$ cat src/verilog/exd_pkg.sv
// package for the exponent datapath and control block
// How it works
// - four-way exponent mux, two select bits
// - 16-bit ALU of four 4-bit slices
// - constant field from microword bits 57..53
// - listed fields map to special octal constants
// - bit15, bit0, bit3 decode per field group
// - seventy enable sets bits 5,4,3
// - output holding loads at TS4 end, bit49 low
// - input holding loads at TS4 end or host
// - instruction register captures at TS3 end, bit59 low
// - two decode ROMs, 32 words of 8 bits
// - upper-zero, negative, zero flags of loaded word
// - flags clocked at TS4 end on either load
// - range ROM classifies ALU bits 9..0 into 3 bits
// - subtract on unlike-sign add or like-sign subtract
// - opcode bits 15..12 not all ones forces branches low
// - load-status sets flags from ALU bits 6,7
// - set-mode uses opcode bits 2,1,0
// - microbreak register compare raises match request
// - match copy held for whole matching state
// - ready state passes address lines, else data
// - output register drives shared bus open-collector
// - step counter loads complement of ALU bits 5..0
// - done at all ones, upper-four-ones indication
// - maintenance load holds off microprogram loads
// - maintenance load complements GR4 low six bits
package exd_pkg;

  localparam logic [7:0] REG_CTRL_OFF   = 8'h00;
  localparam logic [7:0] REG_STEP_OFF   = 8'h04;
  localparam logic [7:0] REG_STATUS_OFF = 8'h08;
  localparam logic [7:0] REG_HOLD_OFF   = 8'h0C;
  localparam logic [7:0] REG_INSTR_OFF  = 8'h10;
  localparam logic [7:0] REG_BREAK_OFF  = 8'h14;

  localparam int MW_CONST_HI  = 57;
  localparam int MW_CONST_LO  = 53;
  localparam int MW_LOAD_B    = 49;
  localparam int MW_LOAD_A    = 48;
  localparam int MW_LOAD_INSTR = 59;

  localparam logic [4:0] CF_ZERO    = 5'h00;
  localparam logic [4:0] CF_ELEVEN  = 5'h09;
  localparam logic [4:0] CF_FIFTEEN = 5'h0D;
  localparam logic [4:0] CF_TWENTY  = 5'h10;
  localparam logic [3:0] OPC_MAJOR  = 4'hF;
  localparam logic [5:0] STEP_ALL_ONES = 6'h3F;

  localparam logic [9:0] RANGE_SMALL = 10'h018;
  localparam logic [9:0] RANGE_LARGE = 10'h038;

  typedef enum logic [0:0] {
    WB_IDLE = 1'b0,
    WB_ACK  = 1'b1
  } exd_wb_state_t;

  typedef struct packed {
    exd_wb_state_t wb_state;
    logic          wb_ack;
    logic [31:0]   wb_dat;
    logic          maint_mode;
    logic [15:0]   hold_a;
    logic [15:0]   hold_b;
    logic          upper_zero;
    logic          word_neg;
    logic          word_zero;
    logic [11:0]   fp_instruction_reg;
    logic          illegal;
    logic          dbl;
    logic          lng;
    logic [7:0]    ubreak;
    logic          match_req;
    logic          match_sync;
    logic [5:0]    step;
    logic          step_done;
    logic          step_upper;
    logic          preload_hold;
    logic [15:0]   alu_q;
    logic          alu_cout;
    logic [7:0]    rom_a_q;
    logic [7:0]    rom_b_q;
    logic          br5;
    logic          br6;
    logic [2:0]    range_q;
    logic          frac_sub;
    logic [15:0]   bus_q;
    logic          bus_oe_n;
  } exd_state_t;

  // everything clear, shared bus released
  localparam exd_state_t EXD_RESET = exd_state_t'({{($bits(exd_state_t)-1){1'b0}}, 1'b1});

endpackage

$ cat src/verilog/exd_datapath.sv
// exponent datapath, mode flags, microbreak and step counter
//
// Added by the designer: the register offsets and register access over Wishbone.
`timescale 1ns/1ps
module exd_datapath
  import exd_pkg::*;
#(
  parameter logic [255:0] DEC_ROM_A_IMAGE = 256'h0,
  parameter logic [255:0] DEC_ROM_B_IMAGE = 256'h0
) (
  input  wire logic        clock_i,
  input  wire logic        sys_rst_i,
  input  wire logic        wb_cyc_i,
  input  wire logic        wb_stb_i,
  input  wire logic        wb_we_i,
  input  wire logic [7:0]  wb_adr_i,
  input  wire logic [3:0]  wb_sel_i,
  input  wire logic [31:0] wb_dat_i,
  output logic      [31:0] wb_dat_o,
  output logic             wb_ack_o,
  input  wire logic [59:0] microword_i,
  input  wire logic        exponent_mux_sel_hi_i,
  input  wire logic        exponent_mux_sel_lo_i,
  input  wire logic [3:0]  alu_func_i,
  input  wire logic        alu_mode_i,
  input  wire logic        alu_carry_n_i,
  input  wire logic [15:0] exponent_accum_i,
  input  wire logic        time_state_three_i,
  input  wire logic        time_state_four_i,
  input  wire logic        time_pulse_four_i,
  input  wire logic        ready_state_i,
  input  wire logic [15:0] cpu_address_mux_lines_i,
  input  wire logic [15:0] cpu_data_in_i,
  input  wire logic [15:0] b_side_mux_bus_i,
  input  wire logic        host_load_a_i,
  input  wire logic        mode_update_i,
  input  wire logic        microbreak_load_i,
  input  wire logic [7:0]  microaddress_reg_i,
  input  wire logic        step_load_i,
  input  wire logic        step_inc_i,
  input  wire logic        op_add_i,
  input  wire logic        op_sub_i,
  input  wire logic        sign_a_i,
  input  wire logic        sign_b_i,
  input  wire logic        drive_bus_i,
  input  wire logic [15:0] shared_internal_bus_i,
  output logic      [15:0] shared_internal_bus_o,
  output logic             shared_internal_bus_oe_n_o,
  output logic      [15:0] exponent_alu_o,
  output logic             exponent_alu_carry_o,
  output logic      [11:0] fp_instruction_reg_o,
  output logic      [7:0]  decode_rom_a_o,
  output logic      [7:0]  decode_rom_b_o,
  output logic             branch_select_bit5_o,
  output logic             branch_select_bit6_o,
  output logic      [2:0]  range_code_o,
  output logic             fraction_subtract_o,
  output logic             upper_byte_zero_flag_o,
  output logic             word_negative_flag_o,
  output logic             word_zero_flag_o,
  output logic             double_precision_flag_o,
  output logic             long_integer_flag_o,
  output logic             match_request_o,
  output logic             match_sync_o,
  output logic      [5:0]  shift_step_count_o,
  output logic             step_done_flag_o,
  output logic             step_upper_ones_o,
  output logic             step_preload_hold_o
);

  exd_state_t st;
  exd_state_t next_st;

  // one 4-bit ALU slice with carry in and out
  function automatic logic [4:0] alu_slice(input logic [3:0] a,
                                           input logic [3:0] b,
                                           input logic [3:0] s,
                                           input logic       m,
                                           input logic       c);
    logic [3:0] x;
    logic [3:0] y;
    logic [4:0] sum;
    x   = a | (b & {4{s[0]}}) | (~b & {4{s[1]}});
    y   = (a & b & {4{s[3]}}) | (a & ~b & {4{s[2]}});
    sum = {1'b0, x} + {1'b0, y} + {4'h0, c};
    return m ? {1'b0, ~(x ^ y)} : sum;
  endfunction

  // constant field to constant word
  function automatic logic [15:0] const_decode(input logic [4:0] f);
    logic [15:0] k;
    logic        b15;
    logic        seventy;
    b15     = (f == CF_ELEVEN) || (f == CF_FIFTEEN);
    seventy = f[4] & f[3] & f[1];
    k       = 16'h0000;
    // bit 15 versus odd bit 0
    k[15]   = b15;
    k[0]    = f[0] & ~b15;
    k[1]    = f[1] & ~seventy;
    k[2]    = f[2];
    k[3]    = (f[3] & ~b15) | seventy;
    k[4]    = f[4];
    k[5]    = seventy;
    // fields 0 and 20 add bit 7
    k[7]    = (f == CF_ZERO) || (f == CF_TWENTY);
    return k;
  endfunction

  // range code: sign plus magnitude class
  function automatic logic [2:0] range_class(input logic [9:0] d);
    logic [9:0] mag;
    logic [1:0] cls;
    mag = d[9] ? 10'(~d + 10'h001) : d;
    if (mag == 10'h000) begin
      cls = 2'h0;
    end else if (mag <= RANGE_SMALL) begin
      cls = 2'h1;
    end else if (mag <= RANGE_LARGE) begin
      cls = 2'h2;
    end else begin
      cls = 2'h3;
    end
    return {d[9], cls};
  endfunction

  always_comb begin
    logic [15:0] muxed_input_data;
    logic [15:0] rom_constant;
    logic [15:0] exponent_input_mux;
    logic [15:0] exponent_alu;
    logic [4:0]  slice;
    logic        carry;
    logic        load_a;
    logic        load_b;
    logic        hit;
    logic        wr;
    logic [31:0] rd;
    logic [5:0]  step_next;
    logic        maint_load;
    logic        inc_to_ones;
    muxed_input_data   = 16'h0000;
    rom_constant       = 16'h0000;
    exponent_input_mux = 16'h0000;
    exponent_alu       = 16'h0000;
    slice              = 5'h00;
    carry              = 1'b0;
    load_a             = 1'b0;
    load_b             = 1'b0;
    hit                = 1'b0;
    wr                 = 1'b0;
    rd                 = 32'h0000_0000;
    step_next          = st.step;
    maint_load         = 1'b0;
    inc_to_ones        = 1'b0;
    next_st            = st;

    muxed_input_data = ready_state_i ? cpu_address_mux_lines_i : cpu_data_in_i;
    rom_constant = const_decode(microword_i[MW_CONST_HI:MW_CONST_LO]);

    unique case ({exponent_mux_sel_hi_i, exponent_mux_sel_lo_i})
      2'b00: exponent_input_mux = st.hold_a;
      2'b01: exponent_input_mux = muxed_input_data;
      2'b10: exponent_input_mux = rom_constant;
      2'b11: exponent_input_mux = {10'h000, st.step};
    endcase

    carry = ~alu_carry_n_i;
    for (int i = 0; i < 4; i++) begin
      slice = alu_slice(exponent_accum_i[4*i +: 4], exponent_input_mux[4*i +: 4],
                        alu_func_i, alu_mode_i, carry);
      exponent_alu[4*i +: 4] = slice[3:0];
      carry = slice[4];
    end
    next_st.alu_q    = exponent_alu;
    next_st.alu_cout = carry;

    // range class of ALU bits 9..0
    next_st.range_q = range_class(exponent_alu[9:0]);

    next_st.frac_sub = (op_add_i & (sign_a_i ^ sign_b_i))
                     | (op_sub_i & ~(sign_a_i ^ sign_b_i));

    load_b = time_state_four_i & ~microword_i[MW_LOAD_B];
    load_a = time_state_four_i & ~microword_i[MW_LOAD_A];
    if (load_b) begin
      next_st.hold_b = b_side_mux_bus_i;
    end
    if (load_a || host_load_a_i) begin
      next_st.hold_a = b_side_mux_bus_i;
    end
    if (load_a || load_b) begin
      next_st.upper_zero = (b_side_mux_bus_i[15:8] == 8'h00);
      next_st.word_neg   = b_side_mux_bus_i[15];
      next_st.word_zero  = (b_side_mux_bus_i == 16'h0000);
    end

    if (time_state_three_i && !microword_i[MW_LOAD_INSTR]) begin
      next_st.fp_instruction_reg     = cpu_data_in_i[11:0];
      // major opcode must be all ones
      next_st.illegal = (cpu_data_in_i[15:12] != OPC_MAJOR);
    end

    // two 32 x 8 decode ROMs
    next_st.rom_a_q = DEC_ROM_A_IMAGE[{st.fp_instruction_reg[11:7], 3'h0} +: 8];
    next_st.rom_b_q = DEC_ROM_B_IMAGE[{st.fp_instruction_reg[6:2], 3'h0} +: 8];
    next_st.br5 = DEC_ROM_A_IMAGE[{st.fp_instruction_reg[11:7], 3'h5}] & ~st.illegal;
    next_st.br6 = DEC_ROM_B_IMAGE[{st.fp_instruction_reg[6:2], 3'h6}] & ~st.illegal;

    if (time_state_four_i && mode_update_i) begin
      if (st.fp_instruction_reg[6]) begin
        // load status from ALU bits 6,7
        next_st.lng = exponent_alu[6];
        next_st.dbl = exponent_alu[7];
      end else begin
        // low opcode bits pick the flag
        if (!st.fp_instruction_reg[1]) begin
          next_st.dbl = st.fp_instruction_reg[2];
        end
        if (!st.fp_instruction_reg[0]) begin
          next_st.lng = st.fp_instruction_reg[2];
        end
      end
    end

    if (microbreak_load_i) begin
      next_st.ubreak = exponent_alu[7:0];
    end
    next_st.match_req = (st.ubreak == microaddress_reg_i);
    // sync copy taken with the buffer
    if (time_state_four_i) begin
      next_st.match_sync = (st.ubreak == microaddress_reg_i);
    end

    next_st.bus_q    = drive_bus_i ? st.hold_b : 16'h0000;
    next_st.bus_oe_n = ~drive_bus_i;

    // register bus slave
    hit = wb_cyc_i & wb_stb_i & (st.wb_state == WB_IDLE);
    wr  = hit & wb_we_i & wb_sel_i[0];
    unique case ({wb_adr_i[7:2], 2'b00})
      REG_CTRL_OFF:   rd = {31'h0, st.maint_mode};
      REG_STEP_OFF:   rd = {23'h0, st.preload_hold, st.step_upper, st.step_done,
                            st.step};
      REG_STATUS_OFF: rd = {24'h0, st.illegal, st.match_sync, st.lng, st.dbl,
                            st.upper_zero, st.word_neg, st.word_zero, st.frac_sub};
      REG_HOLD_OFF:   rd = {st.hold_b, st.hold_a};
      REG_INSTR_OFF:  rd = {shared_internal_bus_i, 3'h0, st.illegal, st.fp_instruction_reg};
      REG_BREAK_OFF:  rd = {24'h0, st.ubreak};
      default:        rd = 32'h0000_0000;
    endcase
    unique case (st.wb_state)
      WB_IDLE: begin
        if (hit) begin
          next_st.wb_state = WB_ACK;
          next_st.wb_ack   = 1'b1;
          next_st.wb_dat   = wb_we_i ? 32'h0000_0000 : rd;
        end
      end
      WB_ACK: begin
        next_st.wb_state = WB_IDLE;
        next_st.wb_ack   = 1'b0;
        next_st.wb_dat   = 32'h0000_0000;
      end
    endcase
    if (wr && ({wb_adr_i[7:2], 2'b00} == REG_CTRL_OFF)) begin
      next_st.maint_mode = wb_dat_i[0];
    end
    maint_load = wr && ({wb_adr_i[7:2], 2'b00} == REG_STEP_OFF);

    // step counter: microprogram load, maintenance load, count
    if (time_pulse_four_i && step_load_i && !st.preload_hold) begin
      step_next = ~exponent_alu[5:0];
    end else if (maint_load) begin
      // complement of GR4 low six bits
      step_next = ~wb_dat_i[5:0];
    end else if (step_inc_i) begin
      step_next   = 6'(st.step + 6'h01);
      inc_to_ones = (step_next == STEP_ALL_ONES);
    end
    next_st.step = step_next;
    next_st.step_done  = (step_next == STEP_ALL_ONES);
    next_st.step_upper = (step_next[5:2] == 4'hF);
    // hold set wins over its clear
    if (maint_load && st.maint_mode) begin
      next_st.preload_hold = 1'b1;
    end else if (inc_to_ones || !next_st.maint_mode) begin
      next_st.preload_hold = 1'b0;
    end
  end

  always_ff @(posedge clock_i) begin
    if (sys_rst_i) begin
      st <= EXD_RESET;
    end else begin
      st <= next_st;
    end
  end

  assign wb_dat_o                   = st.wb_dat;
  assign wb_ack_o                   = st.wb_ack;
  assign shared_internal_bus_o      = st.bus_q;
  assign shared_internal_bus_oe_n_o = st.bus_oe_n;
  assign exponent_alu_o             = st.alu_q;
  assign exponent_alu_carry_o       = st.alu_cout;
  assign fp_instruction_reg_o       = st.fp_instruction_reg;
  assign decode_rom_a_o             = st.rom_a_q;
  assign decode_rom_b_o             = st.rom_b_q;
  assign branch_select_bit5_o       = st.br5;
  assign branch_select_bit6_o       = st.br6;
  assign range_code_o               = st.range_q;
  assign fraction_subtract_o        = st.frac_sub;
  assign upper_byte_zero_flag_o     = st.upper_zero;
  assign word_negative_flag_o       = st.word_neg;
  assign word_zero_flag_o           = st.word_zero;
  assign double_precision_flag_o    = st.dbl;
  assign long_integer_flag_o        = st.lng;
  assign match_request_o            = st.match_req;
  assign match_sync_o               = st.match_sync;
  assign shift_step_count_o         = st.step;
  assign step_done_flag_o           = st.step_done;
  assign step_upper_ones_o          = st.step_upper;
  assign step_preload_hold_o        = st.preload_hold;

endmodule

$ cat config.mk
export PLATFORM = sky130hd
export DESIGN_NAME = exd_datapath
export DESIGN_NICKNAME = d
export VERILOG_FILES = /design/src/verilog/exd_pkg.sv /design/src/verilog/exd_datapath.sv
export SDC_FILE = /design/constraint.sdc
export NUM_CORES = 1
export LEC_CHECK = 0
export BUFFER_PORTS_ARGS = -buffer_cell sky130_fd_sc_hd__buf_2
export CAP_MARGIN = 15
export CORE_MARGIN = 2
export CORE_UTILIZATION = 40
export DETAILED_ROUTE_END_ITERATION = 16
export HOLD_SLACK_MARGIN = 0.12
export MAX_ROUTING_LAYER = met4
export PLACE_DENSITY = 0.68
export SLEW_MARGIN = 5
export SYNTH_ARGS = -nofsm -noshare
export SYNTH_HDL_FRONTEND = slang
export SYNTH_SLANG_ARGS = --single-unit
$ cat constraint.sdc
create_clock -name clock_i -period 11.51 [get_ports clock_i]
set_input_delay 2.302 -clock clock_i [delete_from_list [all_inputs] [get_ports clock_i]]
set_output_delay 2.302 -clock clock_i [all_outputs]
set_load 0.02 [all_outputs]
==> impl_metrics.py, run 1 <==
metrics = {
    "outcome": {
        "status": "finished clean",
    },
    "sta": {
        "setup_ws_ns": 3.48,
        "clock.fmax_mhz": 125,
        "worst_hold_slack_ns": 0.469,
        "tns_ns": 0,
        "worst-slew-pin-transition_ns": 1.17,
        "finalCritPeriodShare": 0.697,
        "clock_skew_ns": 0.0115,
        "report.final.setup_viol": 0,
        "slew-limit-headroom": 0.220,
        "drv_slew": 0,
        "timing.final.hold_violations": 0,
        "grt_setup_unrepaired": "false",
        "timing.final.crit_period_ns": 8.03,
    },
    "power_and_ir_drop": {
        "vdd.ir_drop.worst_v": 0.0000938,
        "total_leakage_power_nw": 4.26,
        "power_density_nw_per_um2": 146,
    },
    "global_route": {
        "antenna_found_initial": 6,
        "first_global_vias": 6835,
        "globalRouteOverflowTotal": 0,
        "grt_start_max_net_pins": 89,
        "grt_util_all_layers": 0.243,
        "grt_pass1_wl_um": 39500,
    },
    "critical_path": {
        "cp_common_cell": "fa_1",
        "timing.critical_path.required_ns": 11.76,
        "arrival_ns": 8.28,
        "buf_inv_on_cp": 3,
        "timing.critical_path.slowest_cell_delay_ns": 0.51,
        "critical-path-top-delay-family": "adder cells",
        "timing.critical_path.fanout_max": 16,
        "worst-setup-path-type": "in -> reg",
        "critical_path.slowest_cell": "fa_1",
        "crit_path_end_kind": "flip-flop",
        "startpoint_type": "primary input",
    },
    "drt": {
        "ant_nets": 0,
        "post_drt_via_cell_ratio": 5.24,
        "routed-via-count": 7490,
        "first_pass_iters": 5,
        "drt_wl_total_um": 26500,
        "drt_drc_violations_left": 0,
        "count_of_routing_violations_after_the_opening_detailed_route_iteration": 450,
        "avgRoutedWirePerCell_um": 18.6,
    },
    "clock_network": {
        "postCtsHoldBufs": 0,
        "clk_transition_reported_paths_ns": 0.07,
        "clk_latency_ns": 0.43,
        "clk_buf_depth": 2,
        "root_buffer": "clkbuf_16",
        "cts-buffers-inserted": 17,
        "cts_repair_resize_count": 0,
        "cts_tree": "done",
        "numClockSinks": 141,
        "cts_htree_levels": 4,
        "cts_post_setup_buffers_inserted": 0,
    },
    "worst_hold_path": {
        "hp-class": "reg -> reg",
    },
    "final_layout": {
        "finish.utilization": 0.473,
        "area_growth_syn_to_layout_pct": 15.3,
        "num-nets-final": 1386,
        "mostFrequentLayoutCells": "233 x buf_2, 159 x nor2_1, 141 x dfxtp_1, 108 x a21oi_1, 84 x nand2_1",
        "filler_cell_count": 2036,
        "layout-drive-gt1-share": 0.255,
        "layout.cells.most_common": "buf_2",
    },
    "synthesis": {
        "mappedNetlistArea_um2": 8350,
        "yosys_top_cell_area_share": 0.338,
        "netlist_instances": 1021,
        "synth_enable_flop_cells": 0,
        "syn_area_per_cell_um2": 8.18,
        "synth.largest_area_cell": "dfxtp_1",
        "warnings_synthesis": 0,
        "synth-main-ff-cell": "dfxtp_1",
        "synth_area_leaders": "dfxtp_1 34%, buf_4 9.3%, mux2i_1 7.5%, nor2_1 7.1%, a21oi_1 6.6%",
        "post_synth_arst_share": 0,
        "yosys.cell_types.count": 58,
        "total_of_flip_flops_plus_latches_after_synthesis": 141,
        "sequential_share_of_the_synthesized_area": 0.338,
    },
    "placed_design": {
        "post-dp-hpwl_um": 20200,
        "place_ws_ns": 3.09,
        "gp_congestion": 0.904,
        "numPortBuffers": 234,
    },
    "die": {
        "chipHeight_um": 149,
        "core_area_um2": 20400,
        "count_of_pins_on_the_block_boundary": 336,
        "die-area_um2": 22100,
        "effective_utilization_at_floorplan": 0.410,
        "placement_rows": 52,
        "chipWidth_um": 149,
    },
    "flow_run": {
        "maxCapViolations": 0,
    },
}
==> cell families (layout without fill, tap and decap cells) <==
| kind of cell | Yosys count | count (layout) | share of synthesized area |
|---|---|---|---|
| AOI/OAI and AO/OA | 212 | 212 | 0.157 |
| xor gates and xnor gates | 27 | 27 | 0.0292 |
| adders and majority gates | 27 | 27 | 0.0476 |
| buffers and inverters | 181 | 296 | 0.129 |
| DFF | 141 | 141 | 0.338 |
| muxes | 77 | 77 | 0.102 |
| other | 1 | 24 | 0.000449 |
| and+or+nand+nor | 355 | 355 | 0.198 |
==> synthesized netlist by cell type (3+ instances only) <==
cell	number
nor2_1	159
dfxtp_1	141
a21oi_1	110
buf_4	104
nand2_1	84
mux2i_1	63
clkbuf_1	45
nor2b_1	33
a22oi_1	28
inv_1	24
xnor2_1	23
ha_1	19
o21ai_0	18
and2_1	17
a211oi_1	13
a211o_1	12
nand2b_1	11
nand3_1	11
nor3_1	10
fa_1	8
mux2_2	8
nand4_1	8
a32oi_1	5
mux4_2	5
buf_1	4
a21o_1	3
a31oi_1	3
a41oi_1	3
and3_1	3
buf_2	3
nor4_1	3
o211ai_1	3
o21bai_1	3
xor2_1	3
==> layout make-up <==
cell class	instances	area, um2	area share
antenna	6	15.0	0.00156
clock buffer	17	425	0.0442
tap	270	338	0.0351
clock inverter	15	191	0.0199
multi-input combinational	716	4530	0.470
timing repair buffer	239	1220	0.127
sequential	141	2820	0.293
inverter	25	93.8	0.00974
==> worst reg2reg max path, cell delays in order, from the launching register on <==
cell and delay, ns:
dfxtp_1 0.52, nand2_1 0.11, o21ai_0 0.10, nand2_1 0.06, o21ai_0 0.19, mux2i_1 0.13, nor2b_1 0.23, fa_1 0.24
inv_1 0.06, fa_1 0.43, nor2b_1 0.16, o21ai_0 0.09, a21oi_1 0.18, fa_1 0.23, inv_1 0.06, fa_1 0.37
nor2b_1 0.13, o21a_1 0.12, o21bai_1 0.07, fa_1 0.40, fa_1 0.51, nand2b_1 0.14, nand2_1 0.21, a2111oi_0 0.35
nand4_1 0.14, o21ai_0 0.32, a41oi_1 0.16
==> metrics by stage <==
stage	area (um2)	total power, mW	std cells
global route	9630	1.46	1429
floorplan	8420	0.766	1038
global placement	8990	0.845	1390
CTS	9600	1.41	1422
detailed placement	8990	0.848	1390
finish	9630	1.40	1429
==> flip-flops by register name, summed over array words and instances (netlist names), 2 cells and up <==
| name | count |
|---|---|
| exponent_alu_o | 16 |
| fp_instruction_reg_o | 12 |
| range_code_o | 2 |
| shared_internal_bus_o | 16 |
| shift_step_count_o | 6 |
| st | 43 |
| wb_dat_o | 32 |
==> where the power goes <==
group          internal, mW  switching, mW
sequential            0.514         0.0235
clock                 0.296          0.267
combinational         0.117          0.188
total                 0.927          0.478
==> worst paths after layout <==
path         slack (ns)               startpoint                 endpoint  depth (start not counted)
min reg2reg        0.47  fp_instruction_reg_o[8]  fp_instruction_reg_o[8]                          2
min                0.47  fp_instruction_reg_o[8]  fp_instruction_reg_o[8]                          2
max reg2reg        5.64    shift_step_count_o[0]          range_code_o[0]                         26
max                3.48            ready_state_i          range_code_o[0]                         27
==> per-layer routing <==
layer	wire length, um	vias to the layer above	track usage
met5	0	-	-
met4	667	0	0.0862
met3	1780	37	0.0475
met2	12500	296	0.386
met1	11600	3525	0.310
li1	-	3632	-
No activity file was read; power rests on OpenSTA's default activity.
==> inputs of run 2 (changes only) <==
Settings changed: ABC_AREA set to 1, PLACE_DENSITY 0.68 to 0.71.
Clock period 11.51 ns to 6.85 ns, I/O delays scaled along.
==> run 2 against run 1 <==
Effect of this change: clock power is 71% higher; routed wire length up 2.4%; global-route usage rose by 0.68 points; sequential share of layout area fell by 0.84 points; worst setup slack lost 3.1 ns; via count up 10%; die area down 0.58%; sequential cell count unchanged; highest routed layer unchanged; critical path type unchanged.
==> impl_metrics.py, run 2 <==
metrics = {
    "outcome": {
        "status": "finished clean",
    },
    "drt": {
        "drt_wl_total_um": 27200,
        "routed-via-count": 8263,
        "ant_nets": 0,
        "first_pass_iters": 5,
        "avgRoutedWirePerCell_um": 16.8,
        "count_of_routing_violations_after_the_opening_detailed_route_iteration": 658,
        "post_drt_via_cell_ratio": 5.11,
        "drt_drc_violations_left": 0,
    },
    "critical_path": {
        "crit-reg2reg-launch": "shift_step_count_o[0]",
        "r2r_setup_slack_ns": 1.15,
        "critical_path_depth": 31,
        "cp_common_cell": "fa_2",
        "timing.critical_path.slowest_cell_delay_ns": 0.42,
        "critical_path.slowest_cell": "fa_2",
        "crit_path_end_kind": "flip-flop",
        "cp-endpoint": "exponent_alu_o[13]",
        "critical-path-top-delay-family": "adder cells",
        "startpoint_type": "primary input",
        "reg2regPathDepth": 29,
        "crit_path_start": "exponent_mux_sel_hi_i",
        "arrival_ns": 6.77,
        "worst-setup-path-type": "in -> reg",
        "timing.critical_path.required_ns": 7.15,
        "buf_inv_on_cp": 6,
        "timing.critical_path.fanout_max": 5,
        "worst_r2r_endpoint": "exponent_alu_o[13]",
    },
    "die": {
        "core_area_um2": 20300,
        "die-area_um2": 21900,
        "chipWidth_um": 148,
        "placement_rows": 52,
        "count_of_pins_on_the_block_boundary": 336,
        "chipHeight_um": 148,
        "effective_utilization_at_floorplan": 0.409,
    },
    "power_and_ir_drop": {
        "clkPwrFrac": 0.398,
        "power_density_nw_per_um2": 244,
        "cell_internal_pwr_mw": 1.59,
        "combPwrFrac": 0.227,
        "power_frac_seq": 0.375,
        "switchingPower_mw": 0.823,
        "total_leakage_power_nw": 4.66,
        "netSwitchingFraction": 0.341,
        "vdd.ir_drop.worst_v": 0.000138,
    },
    "placed_design": {
        "detailed_place.area_um2": 9170,
        "post-dp-hpwl_um": 21100,
        "place_ws_ns": -0.302,
        "gp_congestion": 0.961,
        "numPortBuffers": 234,
    },
    "worst_hold_path": {
        "hp-class": "reg -> reg",
    },
    "final_layout": {
        "fin_area_um2": 9920,
        "layout.cells.most_common": "buf_2",
        "registers.top_by_ff_count": "st",
        "layout-drive-gt1-share": 0.288,
        "num-nets-final": 1577,
        "area_growth_syn_to_layout_pct": 19.4,
        "mostFrequentLayoutCells": "232 x buf_2, 177 x nand2_1, 141 x dfxtp_1, 126 x nor2_1, 115 x a21oi_1",
        "largest_reg_flops": 43,
    },
    "global_route": {
        "globalRouteOverflowTotal": 0,
        "grt_start_max_net_pins": 66,
        "antenna_found_initial": 1,
        "grt_pass1_wl_um": 41000,
        "grt_util_all_layers": 0.250,
        "first_global_vias": 7571,
        "use_met2": 0.386,
        "gr-max-usage-layer": "met2",
        "grt.met3_usage": 0.0439,
        "globalRouteMet1Util": 0.331,
    },
    "synthesis": {
        "post_synth_most_frequent_cells": "177 x nand2_1, 141 x dfxtp_1, 129 x nor2_1, 117 x a21oi_1, 112 x inv_1",
        "synth_area_leaders": "dfxtp_1 34%, buf_4 9.4%, nand2_1 8.0%, a21oi_1 7.1%, o21ai_0 6.0%",
        "netlist_instances": 1168,
        "synth_enable_flop_cells": 0,
        "yosys_top_cell_area_share": 0.340,
        "synth.largest_area_cell": "dfxtp_1",
        "mappedNetlistArea_um2": 8300,
        "sequential_share_of_the_synthesized_area": 0.340,
        "syn_area_per_cell_um2": 7.11,
        "warnings_synthesis": 0,
        "synthMostInstantiatedCell": "nand2_1",
        "total_of_flip_flops_plus_latches_after_synthesis": 141,
        "post_synth_arst_share": 0,
        "yosys.cell_types.count": 51,
        "synth-main-ff-cell": "dfxtp_1",
    },
    "clock_network": {
        "clk_transition_reported_paths_ns": 0.07,
        "cts_tree": "done",
        "numClockSinks": 141,
        "cts_htree_levels": 4,
        "clk_latency_ns": 0.43,
        "clk_buf_depth": 2,
        "root_buffer": "clkbuf_16",
        "cts-buffers-inserted": 17,
    },
    "sta": {
        "worst-slew-pin-transition_ns": 0.845,
        "report.final.setup_viol": 0,
        "drv_slew": 0,
        "timing.final.hold_violations": 0,
        "setup_ws_ns": 0.384,
        "clock_skew_ns": 0.00776,
        "clock.fmax_mhz": 155,
        "timing.final.crit_period_ns": 6.47,
        "finalCritPeriodShare": 0.944,
        "slew-limit-headroom": 0.435,
    },
    "flow_run": {
        "maxCapViolations": 0,
    },
}
[run 2: changes by cell type after synthesis, moves of 18 or more]
cell,change
o21ai_0,+81
o21ai_1,+46
inv_1,+88
nor2b_1,-33
nand2_1,+93
inv_2,+19
mux2i_1,-63
a22oi_1,-18
nor2_1,-30
[run 2: per-stage QoR]
| stage | hold slack (ns) | setup TNS (ns) | cells | total power, mW | utilization |
|---|---|---|---|---|---|
| after floorplan | 0.431 | 0 | 1185 | 1.29 | - |
| after global placement | 0.451 | -0.597 | 1578 | 1.44 | 0.452 |
| after detailed placement | 0.453 | -0.892 | 1578 | 1.45 | 0.452 |
| after CTS | 0.463 | 0 | 1610 | 2.41 | 0.482 |
| after global routing | 0.481 | -0.0330 | 1615 | 2.53 | 0.488 |
| final | 0.464 | 0 | 1616 | 2.42 | 0.488 |
[run 2: cells by family after synthesis]
kind of cell	Yosys count	share of synthesized area
compound gates	312	0.206
xor+xnor	13	0.0137
fa+ha+maj	27	0.0479
buf+inv	278	0.176
flops	141	0.340
other cells	1	0.000452
simple gates	396	0.216
[run 2: how the worst min path moves through the flow]
stage               slack, ns                         to  cells past startpoint    startpoint
finish                   0.46                wb_dat_o[0]                      2   wb_dat_o[0]
global route             0.48               wb_dat_o[15]                      2  wb_dat_o[15]
CTS                      0.46                wb_dat_o[0]                      2   wb_dat_o[0]
detailed placement       0.45                wb_dat_o[0]                      2   wb_dat_o[0]
global placement         0.45               wb_dat_o[17]                      2  wb_dat_o[17]
floorplan                0.43  shared_internal_bus_o[10]                      2       st[103]
[run 2: worst register-to-register path, delay by kind of cell (launching register included)]
family,cells,cell delay [ns]
buffers and inverters,5,0.31
adder cells (fa/ha/maj),8,2.77
flip-flops,1,0.52
AND/OR/NAND/NOR,6,0.72
AO/OA/AOI/OAI,10,1.27
[run 2: layer usage]
| metal | vias up | part of all wire |
|---|---|---|
| met1 | 3788 | 0.43 |
| met4 | 0 | 0.028 |
| met2 | 384 | 0.46 |
| met3 | 49 | 0.083 |
| met5 | - | 0 |
| li1 | 4042 | - |
[run 2: repair_timing]
action	in CTS	in global routing
resized for setup	0	27
hold endpoints to repair	0	0
endpoints found under the setup margin	0	6
hold buffers	0	0
setup buffers	0	2
[run 2: power by group through the flow]
stage / clock network (mW) / logic, mW / registers [mW]
2_1_floorplan: 0 / 0.382 / 0.912
3_3_place_gp: 0 / 0.522 / 0.922
3_5_place_dp: 0 / 0.528 / 0.923
4_1_cts: 0.975 / 0.531 / 0.905
5_1_grt: 1.01 / 0.611 / 0.910
6_report: 0.962 / 0.547 / 0.906
[run 2: layout make-up]
| class | count | area [um2] |
|---|---|---|
| Fill cell | 2067 | 10400 |
| Multi-Input combinational cell | 766 | 4160 |
| Sequential cell | 141 | 2820 |
| Timing Repair Buffer | 270 | 1460 |
| Inverter | 135 | 509 |
| Clock buffer | 17 | 425 |
| Tap cell | 270 | 338 |
| Clock inverter | 15 | 190 |
| Antenna cell | 2 | 5.00 |
